`src/brc_cfg.svh`:
```
// Constants of the bridge reset and pin mode controller.
// Assumes a 20 MHz core clock; included by the design modules brc_rst_sync and brc_reset_ctrl.
`ifndef BRC_CFG_SVH
`define BRC_CFG_SVH

`define BRC_CLK_MHZ          20
`define BRC_CLK_STABLE_US    10
`define BRC_CLK_STABLE_CYC   ((`BRC_CLK_STABLE_US * `BRC_CLK_MHZ))
`define BRC_TRAIN_MAX_MS     80
`define BRC_TRAIN_MAX_CYC    ((`BRC_TRAIN_MAX_MS * 1000 * `BRC_CLK_MHZ))
`define BRC_TRAIN_DELAY_CYC  16
`define BRC_CLK_DET_EDGES    4
`define BRC_DIR_SIX_BIT      6
`define BRC_DIR_SEVEN_BIT    7
`define BRC_GPCTL_RST        8'h00

`endif

```
`src/brc_pkg.sv`:
```
// Types of the bridge reset and pin mode controller.
// Assumes brc_cfg.svh is on the include path.
package brc_pkg;

  typedef enum logic [2:0] {
    BRC_ST_POWER_WAIT,
    BRC_ST_CLOCK_WAIT,
    BRC_ST_CLOCK_SETTLE,
    BRC_ST_RUN
  } brc_por_state_t;

  typedef struct packed {
    logic por;
    logic perst;
    logic hot;
    logic sw_bus;
  } brc_reset_src_t;

  typedef struct packed {
    logic sticky_rst;
    logic core_rst;
    logic dl_rst;
    logic pci_bus_rst;
  } brc_reset_out_t;

endpackage

```
`src/brc_rst_sync.sv`:
```
// Reset synchroniser: asynchronous assertion, two-stage synchronous release.
// Assumes arst_n_i may fall at any time relative to clock_i.
`timescale 1ns/1ps
`include "brc_cfg.svh"
module brc_rst_sync
  import brc_pkg::*;
(
  // Clock and raw reset
  input  wire logic clock_i,
  input  wire logic arst_n_i,
  // Synchronised reset
  output logic      srst_n_o
);

  logic stage1_q;
  logic stage2_q;

  always_ff @(posedge clock_i or negedge arst_n_i) begin
    if (!arst_n_i) begin
      stage1_q <= 1'b0;
      stage2_q <= 1'b0;
    end else begin
      stage1_q <= 1'b1;
      stage2_q <= stage1_q;
    end
  end

  assign srst_n_o = stage2_q;

endmodule

```
`src/brc_reset_ctrl.sv`:
```
// Reset sequencer and shared pin mode control of the bridge.
// Assumes supply sense and reference clock detect are synchronous to clock_i.
`timescale 1ns/1ps
`include "brc_cfg.svh"
module brc_reset_ctrl
  import brc_pkg::*;
#(
  parameter int unsigned CLK_STABLE_CYC = `BRC_CLK_STABLE_CYC,
  parameter int unsigned TRAIN_DELAY    = `BRC_TRAIN_DELAY_CYC
)(
  // Clock and resets
  input  wire logic       clock_i,
  input  wire logic       rstn_i,
  input  wire logic       global_reset_n_i,
  input  wire logic       perst_n_i,
  // Power and clock monitors
  input  wire logic       core_supply_sense_i,
  input  wire logic       auxiliary_supply_i,
  input  wire logic       refclk_active_i,
  // Other reset sources
  input  wire logic       hot_reset_i,
  input  wire logic       sw_bus_reset_i,
  // General purpose control register value and pin data
  input  wire logic [7:0] gp_ctl_i,
  input  wire logic [2:0] gp_out_i,
  input  wire logic       sda_out_i,
  // Shared data pin and pins six, seven
  input  wire logic       gp_pin_five_i,
  output logic            gp_pin_five_o,
  output logic            gp_pin_five_oe_o,
  input  wire logic       gp_pin_six_i,
  output logic            gp_pin_six_o,
  output logic            gp_pin_six_oe_o,
  input  wire logic       gp_pin_seven_i,
  output logic            gp_pin_seven_o,
  output logic            gp_pin_seven_oe_o,
  // Status and reset outputs
  output logic            serial_mode_o,
  output logic [2:0]      gp_in_o,
  output brc_reset_out_t  resets_o,
  output logic            strap_latch_o,
  output logic            eeprom_start_o,
  output logic            train_start_o,
  output brc_reset_src_t  src_o
);

  ////////////////////////////////////////////////////////////////////////////
  // Power-on reset sequencer

  logic           global_reset_n_sync_n;
  logic           perst_sync_n;
  brc_por_state_t st_q;
  brc_por_state_t st_d;
  logic [31:0]    cnt_q;
  logic [31:0]    cnt_d;
  logic           por_q;
  logic           por_d;

  // Global reset is a full power-on reset in normal and auxiliary power
  brc_rst_sync u_global_reset_n_sync (
    .clock_i  (clock_i),
    .arst_n_i (global_reset_n_i & rstn_i),
    .srst_n_o (global_reset_n_sync_n)
  );

  brc_rst_sync u_perst_sync (
    .clock_i  (clock_i),
    .arst_n_i (perst_n_i & global_reset_n_sync_n),
    .srst_n_o (perst_sync_n)
  );

  always_comb begin
    st_d  = st_q;
    cnt_d = cnt_q;
    por_d = por_q;
    case (st_q)
      BRC_ST_POWER_WAIT: begin
        por_d = 1'b1;
        if (core_supply_sense_i) begin
          st_d = BRC_ST_CLOCK_WAIT;
        end
      end
      BRC_ST_CLOCK_WAIT: begin
        cnt_d = 32'h0000_0000;
        if (!core_supply_sense_i) begin
          st_d = BRC_ST_POWER_WAIT;
        end else if (refclk_active_i) begin
          st_d = BRC_ST_CLOCK_SETTLE;
        end
      end
      BRC_ST_CLOCK_SETTLE: begin
        cnt_d = cnt_q + 32'h0000_0001;
        if (!core_supply_sense_i) begin
          st_d = BRC_ST_POWER_WAIT;
        end else if (!refclk_active_i) begin
          st_d = BRC_ST_CLOCK_WAIT;
        end else if (cnt_q == CLK_STABLE_CYC - 1) begin
          st_d  = BRC_ST_RUN;
          por_d = 1'b0;
        end
      end
      BRC_ST_RUN: begin
        por_d = 1'b0;
        if (!core_supply_sense_i) begin
          st_d  = BRC_ST_POWER_WAIT;
          por_d = 1'b1;
        end
      end
      default: begin
        st_d  = BRC_ST_POWER_WAIT;
        por_d = 1'b1;
      end
    endcase
  end

  always_ff @(posedge clock_i or negedge global_reset_n_sync_n) begin
    if (!global_reset_n_sync_n) begin
      st_q  <= BRC_ST_POWER_WAIT;
      cnt_q <= 32'h0000_0000;
      por_q <= 1'b1;
    end else begin
      st_q  <= st_d;
      cnt_q <= cnt_d;
      por_q <= por_d;
    end
  end

  ////////////////////////////////////////////////////////////////////////////
  // Reset distribution

  logic full_rst;
  logic core_rst;
  assign full_rst = por_q | ~global_reset_n_sync_n;
  assign core_rst = full_rst | ~perst_sync_n;

  always_comb begin
    resets_o.sticky_rst  = full_rst;
    resets_o.core_rst    = core_rst;
    resets_o.dl_rst      = core_rst | hot_reset_i;
    resets_o.pci_bus_rst = core_rst | hot_reset_i | sw_bus_reset_i;
    src_o.por    = full_rst;
    src_o.perst  = ~perst_sync_n;
    src_o.hot    = hot_reset_i;
    src_o.sw_bus = sw_bus_reset_i;
  end

  ////////////////////////////////////////////////////////////////////////////
  // Release actions: strap latch, EEPROM start, link training start

  logic       core_rst_q;
  logic       strap_q;
  logic       strap_d;
  logic       mode_q;
  logic       mode_d;
  logic       train_arm_q;
  logic       train_arm_d;
  logic [7:0] tcnt_q;
  logic [7:0] tcnt_d;
  logic       train_q;
  logic       train_d;
  logic       release_ev;

  assign release_ev = core_rst_q & ~core_rst;

  always_comb begin
    strap_d     = release_ev;
    mode_d      = mode_q;
    train_arm_d = train_arm_q;
    tcnt_d      = tcnt_q;
    train_d     = 1'b0;
    if (release_ev) begin
      mode_d      = gp_pin_five_i;
      train_arm_d = 1'b1;
      tcnt_d      = 8'h00;
    end else if (train_arm_q) begin
      tcnt_d = tcnt_q + 8'h01;
      if (tcnt_q == TRAIN_DELAY[7:0]) begin
        train_arm_d = 1'b0;
        train_d     = 1'b1;
      end
    end
  end

  always_ff @(posedge clock_i) begin
    if (core_rst) begin
      core_rst_q  <= 1'b1;
      strap_q     <= 1'b0;
      train_arm_q <= 1'b0;
      tcnt_q      <= 8'h00;
      train_q     <= 1'b0;
      mode_q      <= mode_q & ~full_rst;
    end else begin
      core_rst_q  <= 1'b0;
      strap_q     <= strap_d;
      train_arm_q <= train_arm_d;
      tcnt_q      <= tcnt_d;
      train_q     <= train_d;
      mode_q      <= mode_d;
    end
  end

  assign strap_latch_o  = strap_q;
  assign eeprom_start_o = strap_q & mode_q;
  assign train_start_o  = train_q;
  assign serial_mode_o  = mode_q;

  ////////////////////////////////////////////////////////////////////////////
  // Pin drivers

  logic [2:0] gp_in_q;
  always_ff @(posedge clock_i) begin
    if (core_rst) begin
      gp_in_q <= 3'h0;
    end else begin
      gp_in_q <= {gp_pin_seven_i, gp_pin_six_i, gp_pin_five_i};
    end
  end
  assign gp_in_o = gp_in_q;

  // Serial data is open drain: it only ever pulls low
  assign gp_pin_five_o     = mode_q ? 1'b0 : gp_out_i[0];
  // Kept off in the strap sampling cycle so the pin is read undriven
  assign gp_pin_five_oe_o  = (core_rst | core_rst_q) ? 1'b0 :
                             (mode_q ? ~sda_out_i : gp_ctl_i[5]);
  assign gp_pin_six_o      = gp_out_i[1];
  assign gp_pin_six_oe_o   = ~core_rst & gp_ctl_i[`BRC_DIR_SIX_BIT];
  assign gp_pin_seven_o    = gp_out_i[2];
  assign gp_pin_seven_oe_o = ~core_rst & gp_ctl_i[`BRC_DIR_SEVEN_BIT];

  ////////////////////////////////////////////////////////////////////////////
  // Assertions

  AST_POR_HOLD: assert property (@(posedge clock_i) disable iff (!rstn_i)
    !core_supply_sense_i |=> resets_o.sticky_rst)
    else $error("power-on reset released without supply");

  AST_POR_DELAY: assert property (@(posedge clock_i) disable iff (!rstn_i)
    (st_q == BRC_ST_CLOCK_WAIT && refclk_active_i && core_supply_sense_i)
    |=> resets_o.sticky_rst)
    else $error("power-on reset released too early");

  AST_BUS_RST: assert property (@(posedge clock_i) disable iff (!rstn_i)
    resets_o.sticky_rst |-> resets_o.pci_bus_rst)
    else $error("bus reset not asserted with power-on reset");

  AST_GLOBAL_RESET_N: assert property (@(posedge clock_i) disable iff (!rstn_i)
    !global_reset_n_i |=> st_q == BRC_ST_POWER_WAIT && por_q)
    else $error("global reset did not clear sequencer");

  AST_PERST: assert property (@(posedge clock_i) disable iff (!rstn_i)
    !perst_n_i |=> resets_o.core_rst)
    else $error("perst did not reset core");

  AST_DIR: assert property (@(posedge clock_i) disable iff (!rstn_i)
    !core_rst |-> gp_pin_six_oe_o == gp_ctl_i[6] && gp_pin_seven_oe_o == gp_ctl_i[7])
    else $error("pin direction mismatch");

  AST_MODE: assert property (@(posedge clock_i) disable iff (!rstn_i)
    release_ev |=> mode_q == $past(gp_pin_five_i))
    else $error("pin five mode not latched");

  AST_GP_PIN_FIVE: assert property (@(posedge clock_i) disable iff (!rstn_i)
    (!mode_q && !core_rst && !core_rst_q) |-> gp_pin_five_oe_o == gp_ctl_i[5])
    else $error("pin five not in general purpose mode");

  AST_TRAIN: assert property (@(posedge clock_i) disable iff (!rstn_i)
    release_ev |-> ##[1:40] (train_q || core_rst))
    else $error("training not started");

  AST_SYNC: assert property (@(posedge clock_i) disable iff (!rstn_i)
    $rose(perst_n_i) && global_reset_n_sync_n |=> !perst_sync_n)
    else $error("perst release not delayed");

  AST_HOT: assert property (@(posedge clock_i) disable iff (!rstn_i)
    hot_reset_i |-> resets_o.dl_rst && resets_o.pci_bus_rst)
    else $error("hot reset not applied");

endmodule

```
`config.mk`:
```
export PLATFORM = sky130hd
export DESIGN_NAME = brc_reset_ctrl
export DESIGN_NICKNAME = d
export VERILOG_FILES = /design/src/brc_pkg.sv /design/src/brc_rst_sync.sv /design/src/brc_reset_ctrl.sv
export VERILOG_INCLUDE_DIRS = /design/src
export SDC_FILE = /design/constraint.sdc
export NUM_CORES = 1
export LEC_CHECK = 0
export BUFFER_PORTS_ARGS = -buffer_cell sky130_fd_sc_hd__buf_2
export CAP_MARGIN = 10
export CORE_ASPECT_RATIO = 0.8
export CORE_MARGIN = 5
export CORE_UTILIZATION = 30
export CTS_CLUSTER_DIAMETER = 200
export DETAILED_ROUTE_END_ITERATION = 6
export GPL_TIMING_DRIVEN = 0
export PLACE_DENSITY_LB_ADDON = 0.2
export REMOVE_ABC_BUFFERS = 1
export SYNTH_ARGS = -nofsm -noshare
export SYNTH_HDL_FRONTEND = slang
export SYNTH_HIERARCHICAL = 1
export SYNTH_SLANG_ARGS = --single-unit
```
`constraint.sdc`:
```
create_clock -name clock_i -period 5.9 [get_ports clock_i]
set_input_delay 0.59 -clock clock_i [delete_from_list [all_inputs] [get_ports clock_i]]
set_output_delay 0.59 -clock clock_i [all_outputs]
set_load 0.1 [all_outputs]
```
# After elaboration in Yosys (flattened, before gate mapping)

Index checks and enable logic that the tools add are counted.

Register bits: 56
Word-level logic and storage cells: 78
Memory bits (writable): 0
Bits in latches: 0
Bits in read-only memories: 0
Input bits: 24
Memories: 0

Equality and inequality tests: 12
Bitwise operators: 19
Add/subtract/negate cells: 2
$mul: 0
Shift-type cells: 0
Reductions and logical operators: 7
Divide/modulo/power cells: 0
Mux-type cells: 24
$lt $le $gt $ge: 0

Operator list:

| kind                                           | number |
|---|---|
| one-hot mux 32 bit (2 select lines)            | 1 |
| adder 32 x 1 -> 32 bit, second input constant  | 1 |
| == test 32 x 8 -> 1 bit, second input constant | 1 |
| two-way mux 3 bit                              | 7 |
| two-way mux 1 bit                              | 14 |
| one-hot mux 3 bit (4 select lines)             | 1 |
| != test 2 bit, second input constant           | 5 |
| adder 8 x 1 -> 8 bit, second input constant    | 1 |
| == test 8 x 5 -> 1 bit, second input constant  | 1 |
| AND reduction 4 bit                            | 2 |
| bitwise AND 1 bit                              | 7 |
| inverter 1 bit                                 | 7 |
| == test 3 x 2 -> 1 bit, second input constant  | 2 |
| bitwise OR 1 bit                               | 5 |
| != test 4 bit, second input constant           | 1 |
| nonzero test 2 bit                             | 2 |
| == test 3 x 1 -> 1 bit, second input constant  | 1 |
| logical NOT 3 bit                              | 1 |
| != test 3 bit, second input constant           | 1 |
| one-hot mux 1 bit (3 select lines)             | 1 |
| OR reduction 3 bit                             | 1 |
| OR reduction 2 bit                             | 1 |

# Depth between registers and ports, before layout

Depth in word-level cells: 7
Depth in mapped cells: 8

# Hierarchy

The synthesis kept the hierarchy.

By module, submodules not included:

| module         | area an instance (um2) | instances | cells an instance | seq. area each (um2) |
|---|---|---|---|---|
| brc_reset_ctrl | 2800.2                 | 1         | 311               | 1207.4 |
| brc_rst_sync   | 53.8                   | 2         | 3                 | 50.0 |

# Worst setup path before layout

No wires, ideal clock.

Path kind: register -> output
Start point: register u_global_reset_n_sync.stage2_q (netlist: u_global_reset_n_sync/srst_n_o)
End point: output gp_pin_five_oe_o
Path slack: 2111 ps
Data required time: 5310 ps
Data arrival time: 3199 ps
Cell stages (with the launch flop): 5
Cells stage by stage: dfrtp_1 > nand2b_1 > or3_1 > clkbuf_1 > nor2_1

Cells in the longest elaborated chain, start to end: 5

Ends and longest elaborated chain:

| what                     | RTL line              | RTL |
|---|---|---|
| start: declaration       | brc_rst_sync.sv:16    | `logic stage2_q;` |
| start signal: assignment | brc_rst_sync.sv:24    | `stage2_q <= stage1_q;` |
| inverter 1 bit           | brc_reset_ctrl.sv:133 | `assign full_rst = por_q \| ~global_reset_n_sync_n;` |
| bitwise OR 1 bit         | brc_reset_ctrl.sv:133 |  |
| via full_rst             | brc_reset_ctrl.sv:131 | `logic full_rst;` |
| bitwise OR 1 bit         | brc_reset_ctrl.sv:134 | `assign core_rst = full_rst \| ~perst_sync_n;` |
| bitwise OR 1 bit         | brc_reset_ctrl.sv:223 | `assign gp_pin_five_oe_o = (core_rst \| core_rst_q) ? 1'b0 :` |
| two-way mux 1 bit        | brc_reset_ctrl.sv:223 |  |
| end: declaration         | brc_reset_ctrl.sv:30  | `output logic gp_pin_five_oe_o,` |

The timed path passes the listed nets, and every way through them passes these cells.

# Worst setup path after layout

Start point: register u_global_reset_n_sync.stage2_q (netlist: u_global_reset_n_sync/srst_n_o)
End point: output gp_pin_five_oe_o

Cells in the longest elaborated chain, start to end: 5

Ends and longest elaborated chain:

| what              | RTL line |
|---|---|
| inverter 1 bit    | brc_reset_ctrl.sv:133 |
| bitwise OR 1 bit  | brc_reset_ctrl.sv:133 |
| bitwise OR 1 bit  | brc_reset_ctrl.sv:134 |
| bitwise OR 1 bit  | brc_reset_ctrl.sv:223 |
| two-way mux 1 bit | brc_reset_ctrl.sv:223 |

Every way passes these cells.

==> impl_metrics.yaml <==
power:
  clkPwrFrac: 0.289
  vdd_drop_max_mv: 0.189
  seqPwrFrac: 0.407
  power.density_nw_per_um2: 315
  p_int_mw: 0.645
  p_comb_frac: 0.304
  p_sw_frac: 0.377
  leakage_nw: 1.31
  power.net_switching_mw: 0.390
critical_path:
  critPathSlowestCell: "dfrtp_2"
  cp_top_family: "simple AND/OR/NAND/NOR gates"
  slowest_delay_ns: 0.90
  crit_chain: "nand2b_1, or3_1, nor2_1, buf_2"
  reg2reg_depth: 6
  crit_path_start: "u_global_reset_n_sync/srst_n_o"
  cp_num_cells: 4
  end_kind: "output port"
  required_ns: 5.31
  worstSetupEndpoint: "gp_pin_five_oe_o"
  r2r_end: "cnt_q[31]"
  cp.buffers_inverters: 1
  critical_path_class: "flip-flop to output port"
  reg2reg_from: "st_q[1]"
  critPathArrivalTime_ns: 2.65
  worst_setup_path_start_kind: "flip-flop"
  r2r_setup_slack_ns: 3.28
  worst-path-max-fanout: 37
finish:
  stdcell_count: 457
  diodes: 0
  drive_above_1_share: 0.154
  synthToLayoutAreaGrowth_pct: 12.8
  nets: 368
  fillCellCount: 961
placed_design:
  place_ws_ns: 2.85
  dp_cells: 449
  io_buffers: 34
  gp_congestion: 0.778
  dp_hpwl_mm: 4.37
route:
  routed_wl_mm: 6.16
  ant_nets: 0
  drcViolationCount: 0
  vias_per_cell: 5.09
  dr.first_iter.drc_count: 115
  firstDrtPassIters: 4
  num_vias: 2327
  wl_per_cell_um: 13.5
sta:
  finalHoldViolations: 0
  fin_crit_sh: 0.549
  final.setup.worst_slack_ns: 2.66
  maxClockFrequency_mhz: 309
  fin_crit_ns: 3.24
  rsz0062_at_grt: "false"
  clock_skew_ns: 0.0124
  drv_slew: 0
  slew_headroom: 0.459
  setup_viol: 0
  finalSetupTns_ns: 0
  tightest_slew_ns: 0.811
yosys:
  synth_fa_ha_area_frac: 0.0301
  yosys_warnings: 6
  synth_enable_flop_cells: 1
  yosys.cell_types.count: 42
  synth_xor_xnor_area_share: 0.0392
  synth_area_per_cell_um2: 9.17
  ys_seq_elements: 55
  seq_area_frac_synth: 0.450
  synthArstFlopShare: 0.709
  synth.mux.area_fraction: 0.0207
  synth_compound_area_frac: 0.114
  synth-main-ff-cell: "dfrtp_1"
  synth_top_family_by_area: "simple AND/OR/NAND/NOR gates"
  netlist_area_um2: 2910
  synthCells: 317
  synth-simple-area-share: 0.277
grt:
  grt_usage: 0.110
  grt_pass1_vias: 2231
  antenna_found_initial: 0
  grt_pass1_wl_mm: 10.8
  gr-total-overflow: 0
  grt_max_degree: 38
cts:
  h-tree-depth: 2
  root_buffer: "clkbuf_16"
  cts_buffers: 5
  clkTransAtPathRegs_ns: 0.07
  post_cts_buffers: 0
  cts_tree: "yes"
  clkSinkCount: 55
  clk_path_buf_depth: 2
  clk_latency_ns: 0.30
  cts_resized: 0
  cts_hold_buf: 0
floorplanning:
  start_util: 0.304
  core_um2: 9570
  die_h_um: 98.1
  ios: 45
  rows: 32
  die-area_um2: 11800
  die_w_um: 120
flow_run:
  max_cap_violations: 0
min_path:
  hold_path.class: "input port to asynchronous set/reset pin"
run_status:
  status: "finished clean"
## power by group through the flow
stage          combinational, mW  clock [mW]  sequential (mW)
6_report                   0.315       0.299            0.421
5_1_grt                    0.346       0.325            0.425
4_1_cts                    0.321       0.311            0.422
3_5_place_dp               0.321           0            0.429
3_3_place_gp               0.278           0            0.429
2_1_floorplan              0.185           0            0.445
## per-stage QoR
stage,power [mW],hold slack [ns],utilization,cell area [µm²]
3_3_place_gp,0.707,0.334,0.324,3100
6_report,1.04,0.171,0.343,3280
2_1_floorplan,0.630,0.331,-,2780
3_5_place_dp,0.751,0.338,0.327,3130
5_1_grt,1.10,0.169,0.343,3280
4_1_cts,1.05,0.166,0.343,3280
## per-layer routing
layer,share of wire,wire length (µm),track usage,up-vias
met5,0,0,0,-
met1,0.53,3290,0.157,1086
li1,-,-,-,1188
met2,0.40,2440,0.163,48
met4,0.0084,52,0.0282,0
met3,0.062,379,0.0318,5
## placed cells by master (no fill, tap or decap), types with 2 or more instances in the layout
cell type / netlist / final
dfrtp_1: 38 / 37
buf_2: 3 / 34
nor2_1: 23 / 22
a21oi_1: 20 / 20
inv_1: 19 / 19
nand3_1: 18 / 18
nand2_1: 18 / 18
or4_1: 17 / 17
dfxtp_1: 15 / 15
nand4_1: 10 / 10
o31ai_1: 10 / 10
and2_1: 9 / 9
nor4_1: 9 / 9
o21ai_0: 9 / 9
or3_1: 8 / 8
nor3_1: 8 / 8
xnor2_1: 7 / 7
ha_1: 7 / 7
mux2i_1: 6 / 6
and4_1: 6 / 6
xor2_1: 6 / 6
o211ai_1: 6 / 6
clkbuf_16: 0 / 5
nand2b_1: 3 / 3
and3_1: 3 / 3
nand3_2: 3 / 3
or4_4: 2 / 2
a31oi_1: 2 / 2
a22o_1: 2 / 2
conb_1: 2 / 2
## final cells by class
type | count | area [µm²] | area share
Clock buffer | 5 | 125 | 0.0381
Clock inverter | 3 | 22.5 | 0.00686
Inverter | 19 | 71.3 | 0.0217
Multi-Input combinational cell | 221 | 1410 | 0.429
Sequential cell | 55 | 1310 | 0.399
Tap cell | 119 | 149 | 0.0454
Timing Repair Buffer | 35 | 198 | 0.0603
## worst reg2reg max path: cells and delay by family (launching register included)
kind | cells | cell delay (ns)
flip-flops | 1 | 0.43
adder cells (fa/ha/maj) | 1 | 0.47
AO/OA/AOI/OAI | 1 | 0.16
buffers and inverters | 1 | 0.09
AND/OR/NAND/NOR | 3 | 1.38
## Yosys cell counts (all sizes together) (10+ instances only)
cell / count / area share
a21oi: 20 / 0.034
buf: 12 / 0.030
clkbuf: 10 / 0.013
dfrtp: 38 / 0.33
dfxtp: 15 / 0.10
inv: 19 / 0.025
nand2: 18 / 0.023
nand3: 21 / 0.041
nand4: 10 / 0.022
nor2: 23 / 0.030
o31ai: 10 / 0.026
or4: 19 / 0.052
## worst min path at each step
stage | end | cells past startpoint
after floorplan | u_global_reset_n_sync/srst_n_o | 0
after global placement | u_perst_sync/srst_n_o | 0
after detailed placement | u_perst_sync/srst_n_o | 0
after CTS | u_global_reset_n_sync/stage1_q | 2
after global routing | u_global_reset_n_sync/stage1_q | 2
final | u_global_reset_n_sync/stage1_q | 2
## cell families after synthesis
| logic type | Yosys count |
|---|---|
| and+or+nand+nor | 140 |
| adders and majority gates | 7 |
| other | 2 |
| AOI/OAI and AO/OA | 53 |
| DFF | 55 |
| muxes | 6 |
| buffers and inverters | 41 |
| xor gates and xnor gates | 13 |
## state kept, by name, summed over array words and instances (netlist names)
signal	flops
train_arm_q	1
por_q	1
serial_mode_o	1
gp_in_o	3
u_global_reset_n_sync/stage1_q	1
st_q	2
strap_latch_o	1
core_rst_q	1
train_start_o	1
cnt_q	32
u_perst_sync/srst_n_o	1
u_perst_sync/stage1_q	1
tcnt_q	8
u_global_reset_n_sync/srst_n_o	1
(Power assumes the default switching activity.)
